**config.mk**
```make
export PLATFORM = sky130hd
export DESIGN_NAME = mdsc_regs
export DESIGN_NICKNAME = d
export VERILOG_FILES = /design/src/mdsc_pkg.sv /design/src/mdsc_blank_timer.sv /design/src/mdsc_voltage_sense.sv /design/src/mdsc_regs.sv
export SDC_FILE = /design/constraint.sdc
export NUM_CORES = 1
export LEC_CHECK = 0
export BUFFER_PORTS_ARGS = -buffer_cell sky130_fd_sc_hd__buf_4
export CAP_MARGIN = 40
export CORE_MARGIN = 1
export CORE_UTILIZATION = 45
export CTS_CLUSTER_SIZE = 30
export DETAILED_ROUTE_END_ITERATION = 6
export PLACE_DENSITY_LB_ADDON = 0.08
export SLEW_MARGIN = 5
export SYNTH_ARGS = -nofsm -noshare
export SYNTH_HDL_FRONTEND = slang
export SYNTH_SLANG_ARGS = --single-unit
```
**constraint.sdc**
```tcl
create_clock -name clk_sys -period 3.95 [get_ports clk_sys]
set_input_delay 0.395 -clock clk_sys [delete_from_list [all_inputs] [get_ports clk_sys]]
set_output_delay 0.395 -clock clk_sys [all_outputs]
set_load 0.01 [all_outputs]
```
**src/mdsc_pkg.sv**
```systemverilog
// Purpose: shared constants for the motor driver status/config register bank
// Assumes: 8-bit registers at byte offsets 6h..Dh, reached over the device register port
// Notes: offsets are register indices on the device's own register port
package mdsc_pkg;
  // ==========================================================
  // register offsets
  localparam logic [7:0] OFS_REGULATED_DUTY_STATUS = 8'h06;
  localparam logic [7:0] OFS_SPARE_STATUS_A = 8'h07;
  localparam logic [7:0] OFS_SPARE_STATUS_B = 8'h08;
  localparam logic [7:0] OFS_FAULT_ENABLE_CONFIG = 8'h09;
  localparam logic [7:0] OFS_INRUSH_TIME_LOW = 8'h0A;
  localparam logic [7:0] OFS_INRUSH_TIME_HIGH = 8'h0B;
  localparam logic [7:0] OFS_MODE_CONFIG = 8'h0C;
  localparam logic [7:0] OFS_REPORT_CONFIG = 8'h0D;
  // ==========================================================
  // reset values
  localparam logic [7:0] RST_FAULT_ENABLE_CONFIG = 8'h60;
  localparam logic [7:0] RST_INRUSH_TIME = 8'h00;
  localparam logic [7:0] RST_MODE_CONFIG = 8'h63;
  localparam logic [7:0] RST_REPORT_CONFIG = 8'h38;
  localparam logic [7:0] RST_STATUS = 8'h00;
  // ==========================================================
  // fault_enable_config field positions
  localparam int BIT_OUTPUT_ENABLE = 7;
  localparam int BIT_OVERVOLTAGE_PROTECT_ON = 6;
  localparam int BIT_STALL_ENABLE = 5;
  localparam int BIT_OUTPUT_VOLTAGE_SENSE_SELECT = 4;
  localparam int BIT_REGULATION_RANGE_SELECT = 3;
  localparam int BIT_FAULT_CLEAR_CMD = 1;
  localparam int BIT_MANUAL_DUTY_PERMIT = 0;
  // writable mask: bit 2 reserved, reads zero
  localparam logic [7:0] MASK_FAULT_ENABLE_CONFIG = 8'hFB;
  localparam int DUTY_WIDTH = 6;
  localparam int BLANK_WIDTH = 16;
endpackage : mdsc_pkg

```
**src/mdsc_blank_timer.sv**
```systemverilog
// Purpose: inrush blanking counter gating stall detection
// Assumes: motor_start is a one-cycle pulse at motor start
// Notes: count is in clk_sys cycles
`timescale 1ns/1ps
`default_nettype none
module mdsc_blank_timer
  import mdsc_pkg::*;
#(
  parameter int WIDTH = BLANK_WIDTH
) (
  input wire logic clk_sys,
  input wire logic rst,
  input wire logic motor_start,
  input wire logic [WIDTH-1:0] blank_count,
  output logic blanking
);
  if (WIDTH < 1) begin : g_width_check
    $error("mdsc_blank_timer: WIDTH must be positive");
  end

  logic [WIDTH-1:0] remain_r;

  // ==========================================================
  // countdown
  always_ff @(posedge clk_sys or posedge rst) begin
    if (rst) begin
      remain_r <= '0;
    end else if (motor_start) begin
      // start cycle is the first blanked one, so load one less
      remain_r <= (blank_count == '0) ? '0 : blank_count - WIDTH'(1);
    end else if (remain_r != '0) begin
      remain_r <= remain_r - WIDTH'(1);
    end
  end

  // a stall seen in the start cycle itself must not latch either
  assign blanking = (remain_r != '0) || (motor_start && (blank_count != '0));
endmodule : mdsc_blank_timer
`default_nettype wire

```
**src/mdsc_voltage_sense.sv**
```systemverilog
// Purpose: output voltage estimate for voltage regulation
// Assumes: analog filter result and supply code are 8-bit codes
// Notes: digital path is duty times supply, divided by 64
`timescale 1ns/1ps
`default_nettype none
module mdsc_voltage_sense
  import mdsc_pkg::*;
(
  input wire logic clk_sys,
  input wire logic rst,
  input wire logic sense_select,
  input wire logic range_select,
  input wire logic [DUTY_WIDTH-1:0] duty,
  input wire logic [7:0] motor_supply,
  input wire logic [7:0] analog_filter_volt,
  output logic [7:0] output_volt,
  output logic small_range
);
  logic [13:0] product;
  logic [7:0] digital_volt;

  assign product = 14'(duty) * 14'(motor_supply);
  // divide by 64 instead of 63: up to 4 codes of error at full duty, saves a divider
  assign digital_volt = product[13:6];

  // ==========================================================
  // select source
  always_ff @(posedge clk_sys or posedge rst) begin
    if (rst) begin
      output_volt <= 8'h00;
      small_range <= 1'b0;
    end else begin
      output_volt <= sense_select ? digital_volt : analog_filter_volt;
      small_range <= range_select;
    end
  end
endmodule : mdsc_voltage_sense
`default_nettype wire

```
**src/mdsc_regs.sv**
```systemverilog
// Purpose: status and configuration register bank of a brushed DC motor driver
// Assumes: reg_* port is the device's register port after the serial bus decoder
// Notes: writes take effect at the edge where reg_wr is high; reads are registered
//
// Behaviour
// - duty readback in bits 5-0, upper reserved
// - duty code 000000b=0%, 111111b=100%
// - readback meaningful only under speed/voltage regulation
// - output enable bit 7 else bridge hi-z
// - overvoltage protect bit 6 on after reset
// - stall detection bit 5, on by reset
// - sense bit 4 zero: analog filter voltage
// - sense bit one: duty times supply voltage
// - bit 3 selects 16V or 4V range
// - fault clear bit 1 clears latched faults
// - fault clear bit self-clears
// - permission bit 0 zero: ignore manual duty
// - manual duty drives bridge without speed regulation
// - inrush low register holds low byte
// - no stall during inrush blanking
// - reset loads 60h, inrush and duty zero
// - inrush high register holds high byte
// - power-on flag latches high after clear
`timescale 1ns/1ps
`default_nettype none
module mdsc_regs
  import mdsc_pkg::*;
(
  input wire logic clk_sys,
  input wire logic rst,
  // register port
  input wire logic [7:0] reg_addr,
  input wire logic reg_wr,
  input wire logic reg_rd,
  input wire logic [7:0] reg_wdata,
  output logic [7:0] reg_rdata,
  output logic reg_rvalid,
  // manual duty write from host
  input wire logic manual_duty_wr,
  input wire logic [DUTY_WIDTH-1:0] manual_duty_value,
  // regulation core
  input wire logic speed_reg_active,
  input wire logic volt_reg_active,
  input wire logic [DUTY_WIDTH-1:0] regulation_duty,
  input wire logic motor_start,
  input wire logic stall_raw,
  input wire logic overvoltage_raw,
  input wire logic [7:0] motor_supply,
  input wire logic [7:0] analog_filter_volt,
  // bridge and protection
  output logic bridge_enable,
  output logic [DUTY_WIDTH-1:0] bridge_duty,
  output logic overvoltage_protect_on,
  output logic stall_detect_on,
  output logic stall_fault,
  output logic overvoltage_fault,
  output logic fault_clear_pulse,
  output logic power_on_flag,
  output logic [7:0] output_volt,
  output logic small_range,
  output logic [7:0] mode_config,
  output logic [7:0] report_config
);
  logic [7:0] fault_cfg_r;
  logic [7:0] inrush_low_r;
  logic [7:0] inrush_high_r;
  logic [7:0] mode_cfg_r;
  logic [7:0] report_cfg_r;
  logic [DUTY_WIDTH-1:0] duty_status_r;
  logic [DUTY_WIDTH-1:0] manual_duty_r;
  logic clear_r;
  logic power_on_r;
  logic stall_r;
  logic ovp_r;
  logic [7:0] rdata_nxt;
  logic blanking;
  logic regulating;
  logic wr_cfg;

  assign wr_cfg = reg_wr && (reg_addr == OFS_FAULT_ENABLE_CONFIG);
  assign regulating = speed_reg_active || volt_reg_active;

  // ==========================================================
  // configuration registers
  always_ff @(posedge clk_sys or posedge rst) begin
    if (rst) begin
      fault_cfg_r <= RST_FAULT_ENABLE_CONFIG;
      inrush_low_r <= RST_INRUSH_TIME;
      inrush_high_r <= RST_INRUSH_TIME;
      mode_cfg_r <= RST_MODE_CONFIG;
      report_cfg_r <= RST_REPORT_CONFIG;
    end else if (reg_wr) begin
      // unlisted offsets are dropped; host must not write them
      unique case (reg_addr)
        OFS_FAULT_ENABLE_CONFIG: begin
          // clear bit never stored, so it always reads back zero
          fault_cfg_r <= reg_wdata & MASK_FAULT_ENABLE_CONFIG
            & ~(8'h01 << BIT_FAULT_CLEAR_CMD);
        end
        OFS_INRUSH_TIME_LOW: inrush_low_r <= reg_wdata;
        OFS_INRUSH_TIME_HIGH: inrush_high_r <= reg_wdata;
        OFS_MODE_CONFIG: mode_cfg_r <= reg_wdata;
        OFS_REPORT_CONFIG: report_cfg_r <= reg_wdata;
        default: begin
        end
      endcase
    end
  end

  // ==========================================================
  // fault clear command, one-cycle pulse
  always_ff @(posedge clk_sys or posedge rst) begin
    if (rst) begin
      clear_r <= 1'b0;
    end else begin
      clear_r <= wr_cfg && reg_wdata[BIT_FAULT_CLEAR_CMD];
    end
  end

  always_ff @(posedge clk_sys or posedge rst) begin
    if (rst) begin
      power_on_r <= 1'b0;
    end else if (clear_r) begin
      power_on_r <= 1'b1;
    end
  end

  // ==========================================================
  // latched faults; a new event in the clear cycle wins
  always_ff @(posedge clk_sys or posedge rst) begin
    if (rst) begin
      stall_r <= 1'b0;
      ovp_r <= 1'b0;
    end else begin
      if (stall_raw && fault_cfg_r[BIT_STALL_ENABLE] && !blanking) begin
        stall_r <= 1'b1;
      end else if (clear_r) begin
        stall_r <= 1'b0;
      end
      if (overvoltage_raw && fault_cfg_r[BIT_OVERVOLTAGE_PROTECT_ON]) begin
        ovp_r <= 1'b1;
      end else if (clear_r) begin
        ovp_r <= 1'b0;
      end
    end
  end

  // ==========================================================
  // manual duty and duty readback
  always_ff @(posedge clk_sys or posedge rst) begin
    if (rst) begin
      manual_duty_r <= '0;
    end else if (manual_duty_wr && fault_cfg_r[BIT_MANUAL_DUTY_PERMIT]) begin
      manual_duty_r <= manual_duty_value;
    end
  end

  always_ff @(posedge clk_sys or posedge rst) begin
    if (rst) begin
      duty_status_r <= '0;
    end else if (regulating) begin
      // outside regulation the last value is held, with no defined meaning
      duty_status_r <= regulation_duty;
    end
  end

  always_ff @(posedge clk_sys or posedge rst) begin
    if (rst) begin
      bridge_duty <= '0;
    end else if (!speed_reg_active && fault_cfg_r[BIT_MANUAL_DUTY_PERMIT]) begin
      bridge_duty <= manual_duty_r;
    end else begin
      bridge_duty <= regulation_duty;
    end
  end

  // ==========================================================
  // read path
  always_comb begin
    rdata_nxt = 8'h00;
    unique case (reg_addr)
      OFS_REGULATED_DUTY_STATUS: rdata_nxt = {2'b00, duty_status_r};
      OFS_SPARE_STATUS_A: rdata_nxt = RST_STATUS;
      OFS_SPARE_STATUS_B: rdata_nxt = RST_STATUS;
      OFS_FAULT_ENABLE_CONFIG: rdata_nxt = fault_cfg_r;
      OFS_INRUSH_TIME_LOW: rdata_nxt = inrush_low_r;
      OFS_INRUSH_TIME_HIGH: rdata_nxt = inrush_high_r;
      OFS_MODE_CONFIG: rdata_nxt = mode_cfg_r;
      OFS_REPORT_CONFIG: rdata_nxt = report_cfg_r;
      default: rdata_nxt = 8'h00;
    endcase
  end

  always_ff @(posedge clk_sys or posedge rst) begin
    if (rst) begin
      reg_rdata <= 8'h00;
      reg_rvalid <= 1'b0;
    end else begin
      reg_rvalid <= reg_rd;
      if (reg_rd) begin
        reg_rdata <= rdata_nxt;
      end
    end
  end

  // ==========================================================
  // sub-blocks
  mdsc_blank_timer #(
    .WIDTH(BLANK_WIDTH)
  ) u_blank (
    .clk_sys(clk_sys),
    .rst(rst),
    .motor_start(motor_start),
    .blank_count({inrush_high_r, inrush_low_r}),
    .blanking(blanking)
  );

  mdsc_voltage_sense u_vsense (
    .clk_sys(clk_sys),
    .rst(rst),
    .sense_select(fault_cfg_r[BIT_OUTPUT_VOLTAGE_SENSE_SELECT]),
    .range_select(fault_cfg_r[BIT_REGULATION_RANGE_SELECT]),
    .duty(bridge_duty),
    .motor_supply(motor_supply),
    .analog_filter_volt(analog_filter_volt),
    .output_volt(output_volt),
    .small_range(small_range)
  );

  assign bridge_enable = fault_cfg_r[BIT_OUTPUT_ENABLE];
  assign overvoltage_protect_on = fault_cfg_r[BIT_OVERVOLTAGE_PROTECT_ON];
  assign stall_detect_on = fault_cfg_r[BIT_STALL_ENABLE] && !blanking;
  assign stall_fault = stall_r;
  assign overvoltage_fault = ovp_r;
  assign fault_clear_pulse = clear_r;
  assign power_on_flag = power_on_r;
  assign mode_config = mode_cfg_r;
  assign report_config = report_cfg_r;
endmodule : mdsc_regs
`default_nettype wire

```
==> key figures, run 1 <==
Status
  – Status: finished clean

Logic synthesis
  – Synth Instances: 570
  – Yosys reg bits: 94
  – Yosys warns: 0
  – Library cells used by synthesis: 66
  – Post-synth EDFFs: 0
  – Area of the mapped netlist: 6050 sq um
  – Synth Flop Type: dfrtp_1
  – Seq/Total Area, Yosys: 39.1%
  – Synthesized area per cell: 10.6 sq um
  – Async SR Flop Fraction: 100%
  – Synthesized net count: 669

Routing
  – DRT Pass-1 Iters: 4
  – DR vias: 4628
  – Routed WL: 14.2 mm
  – Starting DRT DRC Count: 172
  – ANT nets after route: 0
  – Routed len/inst: 16.7 microns
  – Vias per inst: 5.41
  – Remaining DRCs: 0

Final layout
  – Share of layout cells above drive strength 1: 27.0%
  – Area of the multi-input gates: 3450 sq um
  – Fill count: 1164
  – Seq. cell area: 2370 sq um
  – Layout Nets: 773
  – Finished Cell Area: 7400 sq um
  – Ant diodes: 0
  – Finished Layout Cells: 855
  – Syn-to-layout area delta: 22.3%

Floorplanning
  – Vert. Die Dim: 118 microns
  – Die Width: 118 microns
  – # rows: 42
  – Core Region: 13200 sq um
  – I/O pin count: 101
  – Die ar.: 13900 sq um
  – Initial Util: 45.9%

Timing
  – Worst-case clock skew: 6.85 ps
  – Final Hold Slack: 259 ps
  – Minimum clock period: 3740 ps
  – Hold Vio Cnt, Final: 0
  – RSZ-0062 raised after global routing: false
  – Slew Viols, Final: 0
  – Final worst path period share: 94.7%
  – Final setup fails: 0
  – F_max: 0.267 GHz
  – Setup TNS: 0 ps
  – Slew @ Worst Pin: 693 ps
  – Relative max-transition margin: 53.7%

Worst setup path
  – R2R Setup Slk: 210 ps
  – R2R depth: 12
  – Crit-path max FO: 9
  – Data arrival time of the worst path: 3980 ps
  – Startpoint Class: register
  – FF-to-FF Start: bridge_duty[5]$_DFF_PP0_
  – Critical path type: reg2reg
  – CP Capture Type: register
  – Critical path required time: 4190 ps
  – Critical R2R Capture: u_vsense.output_volt[4]$_DFF_PP0_

Pwr
  – P_int: 2.25 mW
  – Clock share of power: 30.3%
  – Total power: 3.39 mW
  – Max VDD drop: 0.248 mV
  – Pwr dens: 458 nW/um^2
  – Sw power: 1.14 mW
  – Sw Share: 33.6%
  – Comb power frac: 32.8%
  – Leak: 3.53 nW
  – Seq pwr share: 36.8%

Clock tree
  – H-tree depth: 3
  – CTS Sinks: 94
  – CTS buffer count: 9
  – Maximum buffer depth of the clock tree: 2
  – Clock latency on the worst-skew pair: 350 ps
  – Root Driver: clkbuf_16
  – Clk slew on worst S/H paths: 70 ps
  – TritonCTS clock tree: done

GRT
  – Overall Global Routing Usage: 22.2%
  – First-pass GRT wire length: 24.6 mm
  – Gr ovfl total: 0
  – Largest net degree at the start of global routing: 44
  – Number of global-route vias before repair: 4819
  – Initial antenna violation count: 0

Flow run
  – Maxcap violations: 0

Placed design
  – Final Wtd Congestion: 0.821
  – Post-DP Area: 7010 sq um
  – Port Buffers: 100
  – Placed cell count: 836
  – Post-DP HPWL: 10.9 mm

Worst hold path
  – Hold EP: stall_fault$_DFFE_PP0P_
  – Min-Delay Path Class: in2reg
  – Hold Crit Depth: 2
  – Min-delay src: stall_raw
cells by family (layout without fill, tap and decap cells):
| logic type | after synthesis | in the layout | share of synthesized area, % |
|---|---|---|---|
| compound gates | 92 | 92 | 10.4 |
| xor+xnor | 21 | 21 | 3.04 |
| fa+ha+maj | 45 | 45 | 12.3 |
| buf+inv | 64 | 173 | 4.13 |
| flops | 94 | 94 | 39.1 |
| mux | 72 | 72 | 13.1 |
| simple gates | 182 | 182 | 18.0 |
power groups by stage:
stage | Clock (mW) | Sequential [mW] | Combinational (mW)
finish | 1.03 | 1.25 | 1.11
CTS | 1.05 | 1.25 | 1.11
detailed placement | 0 | 1.26 | 1.10
floorplan | 0 | 1.24 | 0.806
global placement | 0 | 1.26 | 1.07
global route | 1.09 | 1.27 | 1.27
critical path, stage by stage, from the launching register on:
cell	delay (ps)
dfrtp_2	460
and2_1	180
fa_1	500
fa_1	540
inv_1	50
fa_1	520
inv_1	40
ha_1	300
o21ai_0	150
nand2b_1	100
and4_4	230
or3_1	340
a31o_1	200
repair_timing:
action	in CTS	in global routing
buffers inserted	0	2
resized for setup	0	9
hold buffers	1	0
endpoints found under the hold margin	6	0
endpoints found under the setup margin	0	3
placed cells by master (no fill, tap or decap), types with 15 or more instances in the layout:
master / instances
and2_1: 36
dfrtp_1: 80
nand2_1: 28
nor2_1: 37
inv_1: 47
fa_1: 24
o21ai_0: 15
mux2_1: 35
ha_1: 21
mux2_2: 25
a21oi_1: 22
buf_4: 106
stage by stage:
step	setup slack [ps]	util [%]
floorplan	147	-
finish	209	56.1
CTS	29.4	55.9
global placement	69.8	53.0
detailed placement	28.0	53.1
global route	33.3	56.1
area by class of cell:
type                    instances  area share (%)
clock buffers                   9            3.04
clock inverters                 7            1.69
inverters                      48            2.45
multi-input cells             412            46.6
flip-flops and latches         94            32.0
well taps                     176            2.98
repair buffers                109            11.2
metal layers:
layer / global-route usage [%] / share of wire, % / vias up
met5: 0 / 0 / -
met4: 7.85 / 2.1 / 0
met3: 5.09 / 3.9 / 23
met2: 35.3 / 48 / 95
met1: 29.7 / 46 / 2282
li1: - / - / 2228
registers in the layout, indices dropped and copies added (netlist names), 6 cells and up:
name	flops
u_blank.remain_r	16
inrush_high_r	8
inrush_low_r	8
mode_config	8
reg_rdata	8
report_config	8
u_vsense.output_volt	8
bridge_duty	6
duty_status_r	6
fault_cfg_r	6
manual_duty_r	6
synthesized netlist by cell type (7+ instances only):
cell type / n / area [sq um]
a21oi_1: 22 / 110
and2_1: 36 / 225
clkbuf_1: 10 / 37.5
dfrtp_1: 85 / 2130
dfstp_2: 9 / 236
fa_1: 24 / 480
ha_1: 21 / 263
inv_1: 48 / 180
mux2_1: 35 / 394
mux2_2: 25 / 282
mux2i_1: 12 / 120
nand2_1: 28 / 105
nand2b_1: 8 / 50.1
nand3_1: 8 / 40.0
nand4_1: 7 / 43.8
nor2_1: 37 / 139
nor2b_1: 8 / 50.1
nor3_1: 12 / 60.1
o21ai_0: 16 / 80.1
o22a_1: 7 / 61.3
xnor2_1: 10 / 87.6
xor2_1: 11 / 96.3
worst max-delay path by stage:
stage / start / depth (start not counted) / end
after floorplan: bridge_duty[5]$_DFF_PP0_ / 13 / u_vsense.output_volt[4]$_DFF_PP0_
after global placement: motor_supply[3] / 13 / u_vsense.output_volt[4]$_DFF_PP0_
after detailed placement: motor_supply[3] / 13 / u_vsense.output_volt[4]$_DFF_PP0_
after CTS: bridge_duty[2]$_DFF_PP0_ / 12 / u_vsense.output_volt[6]$_DFF_PP0_
after global routing: bridge_duty[2]$_DFF_PP0_ / 12 / u_vsense.output_volt[6]$_DFF_PP0_
final: bridge_duty[5]$_DFF_PP0_ / 12 / u_vsense.output_volt[4]$_DFF_PP0_
Power figures use the tool's default switching activity.
==> inputs of run 2 (changes only) <==
--- a/config.mk
+++ b/config.mk
@@ -6,4 +6,5 @@
 export NUM_CORES = 1
 export LEC_CHECK = 0
+export ABC_AREA = 1
 export BUFFER_PORTS_ARGS = -buffer_cell sky130_fd_sc_hd__buf_4
 export CAP_MARGIN = 40
==> constraint.sdc (replaced) <==
create_clock -name clk_sys -period 3.95 [get_ports clk_sys]
set_input_delay 0.5925 -clock clk_sys [delete_from_list [all_inputs] [get_ports clk_sys]]
set_output_delay 0.5925 -clock clk_sys [all_outputs]
set_load 0.01 [all_outputs]
==> run 2 against run 1 <==
  * Setup slack better by 150 ps
  * Critical path depth is 2 higher
  * Routed wire length is 9.2% higher
  * Final cell count is 33% higher
  * Cell area is 0.52% higher
  * Sequential power is 4% lower
  * Synthesized area is 3.0% higher
  * Die area is 2.9% higher
  * Critical path type unchanged
  * Largest cell class unchanged
  * Largest power group unchanged
==> key figures, run 2 <==
Worst setup path
  – R2R depth: 14
  – FF-to-FF Start: bridge_duty[5]$_DFF_PP0_
  – Critical path required time: 4170 ps
  – Crit-path max FO: 9
  – Most used cell, CP: inv_1
  – CP cell instances: nand2_1 -> inv_1 -> fa_1 -> fa_1 -> inv_1 -> fa_1 -> inv_1 -> ha_1 -> nand2_1 -> inv_1 -> a21oi_1 -> o21ai_0 -> xnor2_1 -> o21ai_0
  – Critical Path Max Stage Delay: 560 ps
  – CP Capture Type: register
  – Critical R2R Capture: u_vsense.output_volt[2]$_DFF_PP0_
  – CP Buf/Inv Count: 4
  – Data arrival time of the worst path: 3820 ps
  – R2R Setup Slk: 360 ps
  – CP max stage cell: fa_1
  – Cell family with most CP delay: adder cells
  – Critical path type: reg2reg
  – Startpoint Class: register

Final layout
  – Core Util, Final: 55.5%
  – Commonest cells after routing, fill and taps aside: nand2_1, inv_1, buf_4
  – Finished Layout Cells: 1136
  – Max reg flops: 16
  – Ant diodes: 0
  – Layout Nets: 1054
  – Commonest non-fill, non-tap cell in the layout: nand2_1
  – Syn-to-layout area delta: 19.3%
  – Fill count: 1360
  – Share of layout cells above drive strength 1: 15.0%
  – Largest register by flop count: u_blank.remain_r

Routing
  – Routed len/inst: 13.7 microns
  – Remaining DRCs: 0
  – Routed WL: 15.6 mm
  – ANT nets after route: 0
  – Vias per inst: 4.89
  – DRT Pass-1 Iters: 5
  – Starting DRT DRC Count: 319
  – DR vias: 5550

Timing
  – F_max: 0.278 GHz
  – Hold Vio Cnt, Final: 0
  – Setup TNS: 0 ps
  – RSZ-0062 raised after global routing: false
  – Slew Viols, Final: 0
  – Final worst path period share: 91.0%
  – Final setup fails: 0
  – Slew @ Worst Pin: 763 ps
  – Relative max-transition margin: 49.2%
  – Setup WS post-layout: 355 ps
  – Worst-case clock skew: 9.74 ps
  – Minimum clock period: 3590 ps

Logic synthesis
  – Area of the mapped netlist: 6230 sq um
  – Top-area cell type share of the netlist area: 34.1%
  – Yosys warns: 0
  – Post-synth EDFFs: 0
  – Synthesized net count: 958
  – Yosys reg bits: 94
  – Synthesized area per cell: 7.26 sq um
  – Library cells used by synthesis: 29
  – Async SR Flop Fraction: 100%
  – Synth Instances: 859
  – Synth Area in Simple Gates: 27.4%
  – Most frequent cells after synthesis: nand2_1, inv_1, dfrtp_1
  – Synth Flop Type: dfrtp_1
  – Seq/Total Area, Yosys: 37.9%
  – Cell taking the most area after synthesis: dfrtp_1
  – Post-synthesis mux area share: 1.08%
  – Count leader, synth: nand2_1
  – Combinational family with the most area after synthesis: simple AND/OR/NAND/NOR gates
  – Synth Area in Compound Gates: 8.57%
  – Synth Area in Adders: 11.9%
  – Synth top area cells: dfrtp_1, nand2_1, inv_1
  – Synth Area in XOR/XNOR: 1.83%

Floorplanning
  – Core Region: 13400 sq um
  – # rows: 42
  – I/O pin count: 101
  – Vert. Die Dim: 120 microns
  – Die Width: 120 microns
  – Die ar.: 14300 sq um
  – Initial Util: 46.5%

Clock tree
  – CTS Hold Buffers Added: 0
  – TritonCTS clock tree: done
  – H-tree depth: 3
  – Post-CTS Resized: 0
  – Clk slew on worst S/H paths: 70 ps
  – Clock latency on the worst-skew pair: 350 ps
  – Root Driver: clkbuf_16
  – Postcts setup bufs: 0
  – Maximum buffer depth of the clock tree: 2
  – CTS Sinks: 94
  – CTS buffer count: 9

Pwr
  – Leak: 4.18 nW
  – Pwr dens: 422 nW/um^2
  – Max VDD drop: 0.194 mV
  – Total power: 3.14 mW

Placed design
  – Final Wtd Congestion: 0.866
  – Post-DP HPWL: 12.1 mm
  – Port Buffers: 100
  – Placed cell count: 1120
  – Pre-CTS setup slack: 154 ps

GRT
  – Gr ovfl total: 0
  – First-pass GRT wire length: 26.4 mm
  – Number of global-route vias before repair: 5316
  – Largest net degree at the start of global routing: 61
  – Overall Global Routing Usage: 23.6%
  – Initial antenna violation count: 0

Status
  – Status: finished clean

Worst hold path
  – Min-Delay Path Class: in2async

Flow run
  – Maxcap violations: 0
-- run 2: cell count changes in the layout (fill, tap and decap cells not counted), moves of 7 or more --
cell,before,now
nor2b_1,8,0
xnor2_1,10,3
inv_1,47,162
nand3_1,8,59
o22a_1,7,0
nand2b_1,8,0
mux2_1,35,0
nand2_1,28,262
nor2_1,37,70
mux2_2,25,6
and2_1,36,0
mux2i_1,12,0
o21ai_0,15,69
-- run 2: cells by family after synthesis --
family	Yosys count
flip-flops	94
AO/OA/AOI/OAI	104
XOR/XNOR	13
adder cells (fa/ha/maj)	45
AND/OR/NAND/NOR	414
multiplexers	6
buffers and inverters	183
-- run 2: metrics by stage --
stage | hold WS (ps) | instance area [sq um]
detailed placement | 397 | 7150
global placement | 396 | 7140
global route | 416 | 7440
CTS | 391 | 7440
floorplan | 375 | 6230
finish | 369 | 7440
-- run 2: area by class of cell --
cell class / instances / area, sq um / area share (%)
clock buffers: 10 / 239 / 3.21
clock inverters: 6 / 52.6 / 0.706
inverters: 164 / 618 / 8.31
multi-input cells: 582 / 3160 / 42.5
flip-flops and latches: 94 / 2360 / 31.8
well taps: 176 / 220 / 2.96
repair buffers: 104 / 781 / 10.5
-- run 2: worst max-delay path by stage --
stage                                        end  cells after the start                      from
2_1_floorplan  u_vsense.output_volt[6]$_DFF_PP0_                     18  bridge_duty[5]$_DFF_PP0_
3_3_place_gp   u_vsense.output_volt[2]$_DFF_PP0_                     15           motor_supply[2]
3_5_place_dp   u_vsense.output_volt[2]$_DFF_PP0_                     15           motor_supply[2]
4_1_cts        u_vsense.output_volt[2]$_DFF_PP0_                     14  bridge_duty[5]$_DFF_PP0_
5_1_grt        u_vsense.output_volt[2]$_DFF_PP0_                     14  bridge_duty[3]$_DFF_PP0_
6_report       u_vsense.output_volt[2]$_DFF_PP0_                     14  bridge_duty[5]$_DFF_PP0_
-- run 2: power breakdown --
| group | switching, mW | total, mW | internal [mW] |
|---|---|---|---|
| registers | 0.110 | 1.20 | 1.09 |
| logic | 0.663 | 1.08 | 0.420 |
| clock network | 0.401 | 0.855 | 0.454 |
| total | 1.17 | 3.14 | 1.96 |
-- run 2: worst register-to-register path: cells and delay by family, from the launching register on --
kind / cells / cell delay (ps)
adder cells (fa/ha/maj): 4 / 1930
flip-flops: 1 / 500
AO/OA/AOI/OAI: 3 / 420
AND/OR/NAND/NOR: 2 / 210
buffers and inverters: 4 / 210
XOR/XNOR: 1 / 210
-- run 2: layer usage --
metal	vias to the layer above	wire length (microns)	global-route usage, %	part of all wire [%]
met5	-	0	0	0
met3	16	792	4.80	5.1
met4	0	211	6.25	1.4
met2	128	7050	36.6	45
met1	2571	7490	33.6	48
li1	2835	-	-	-
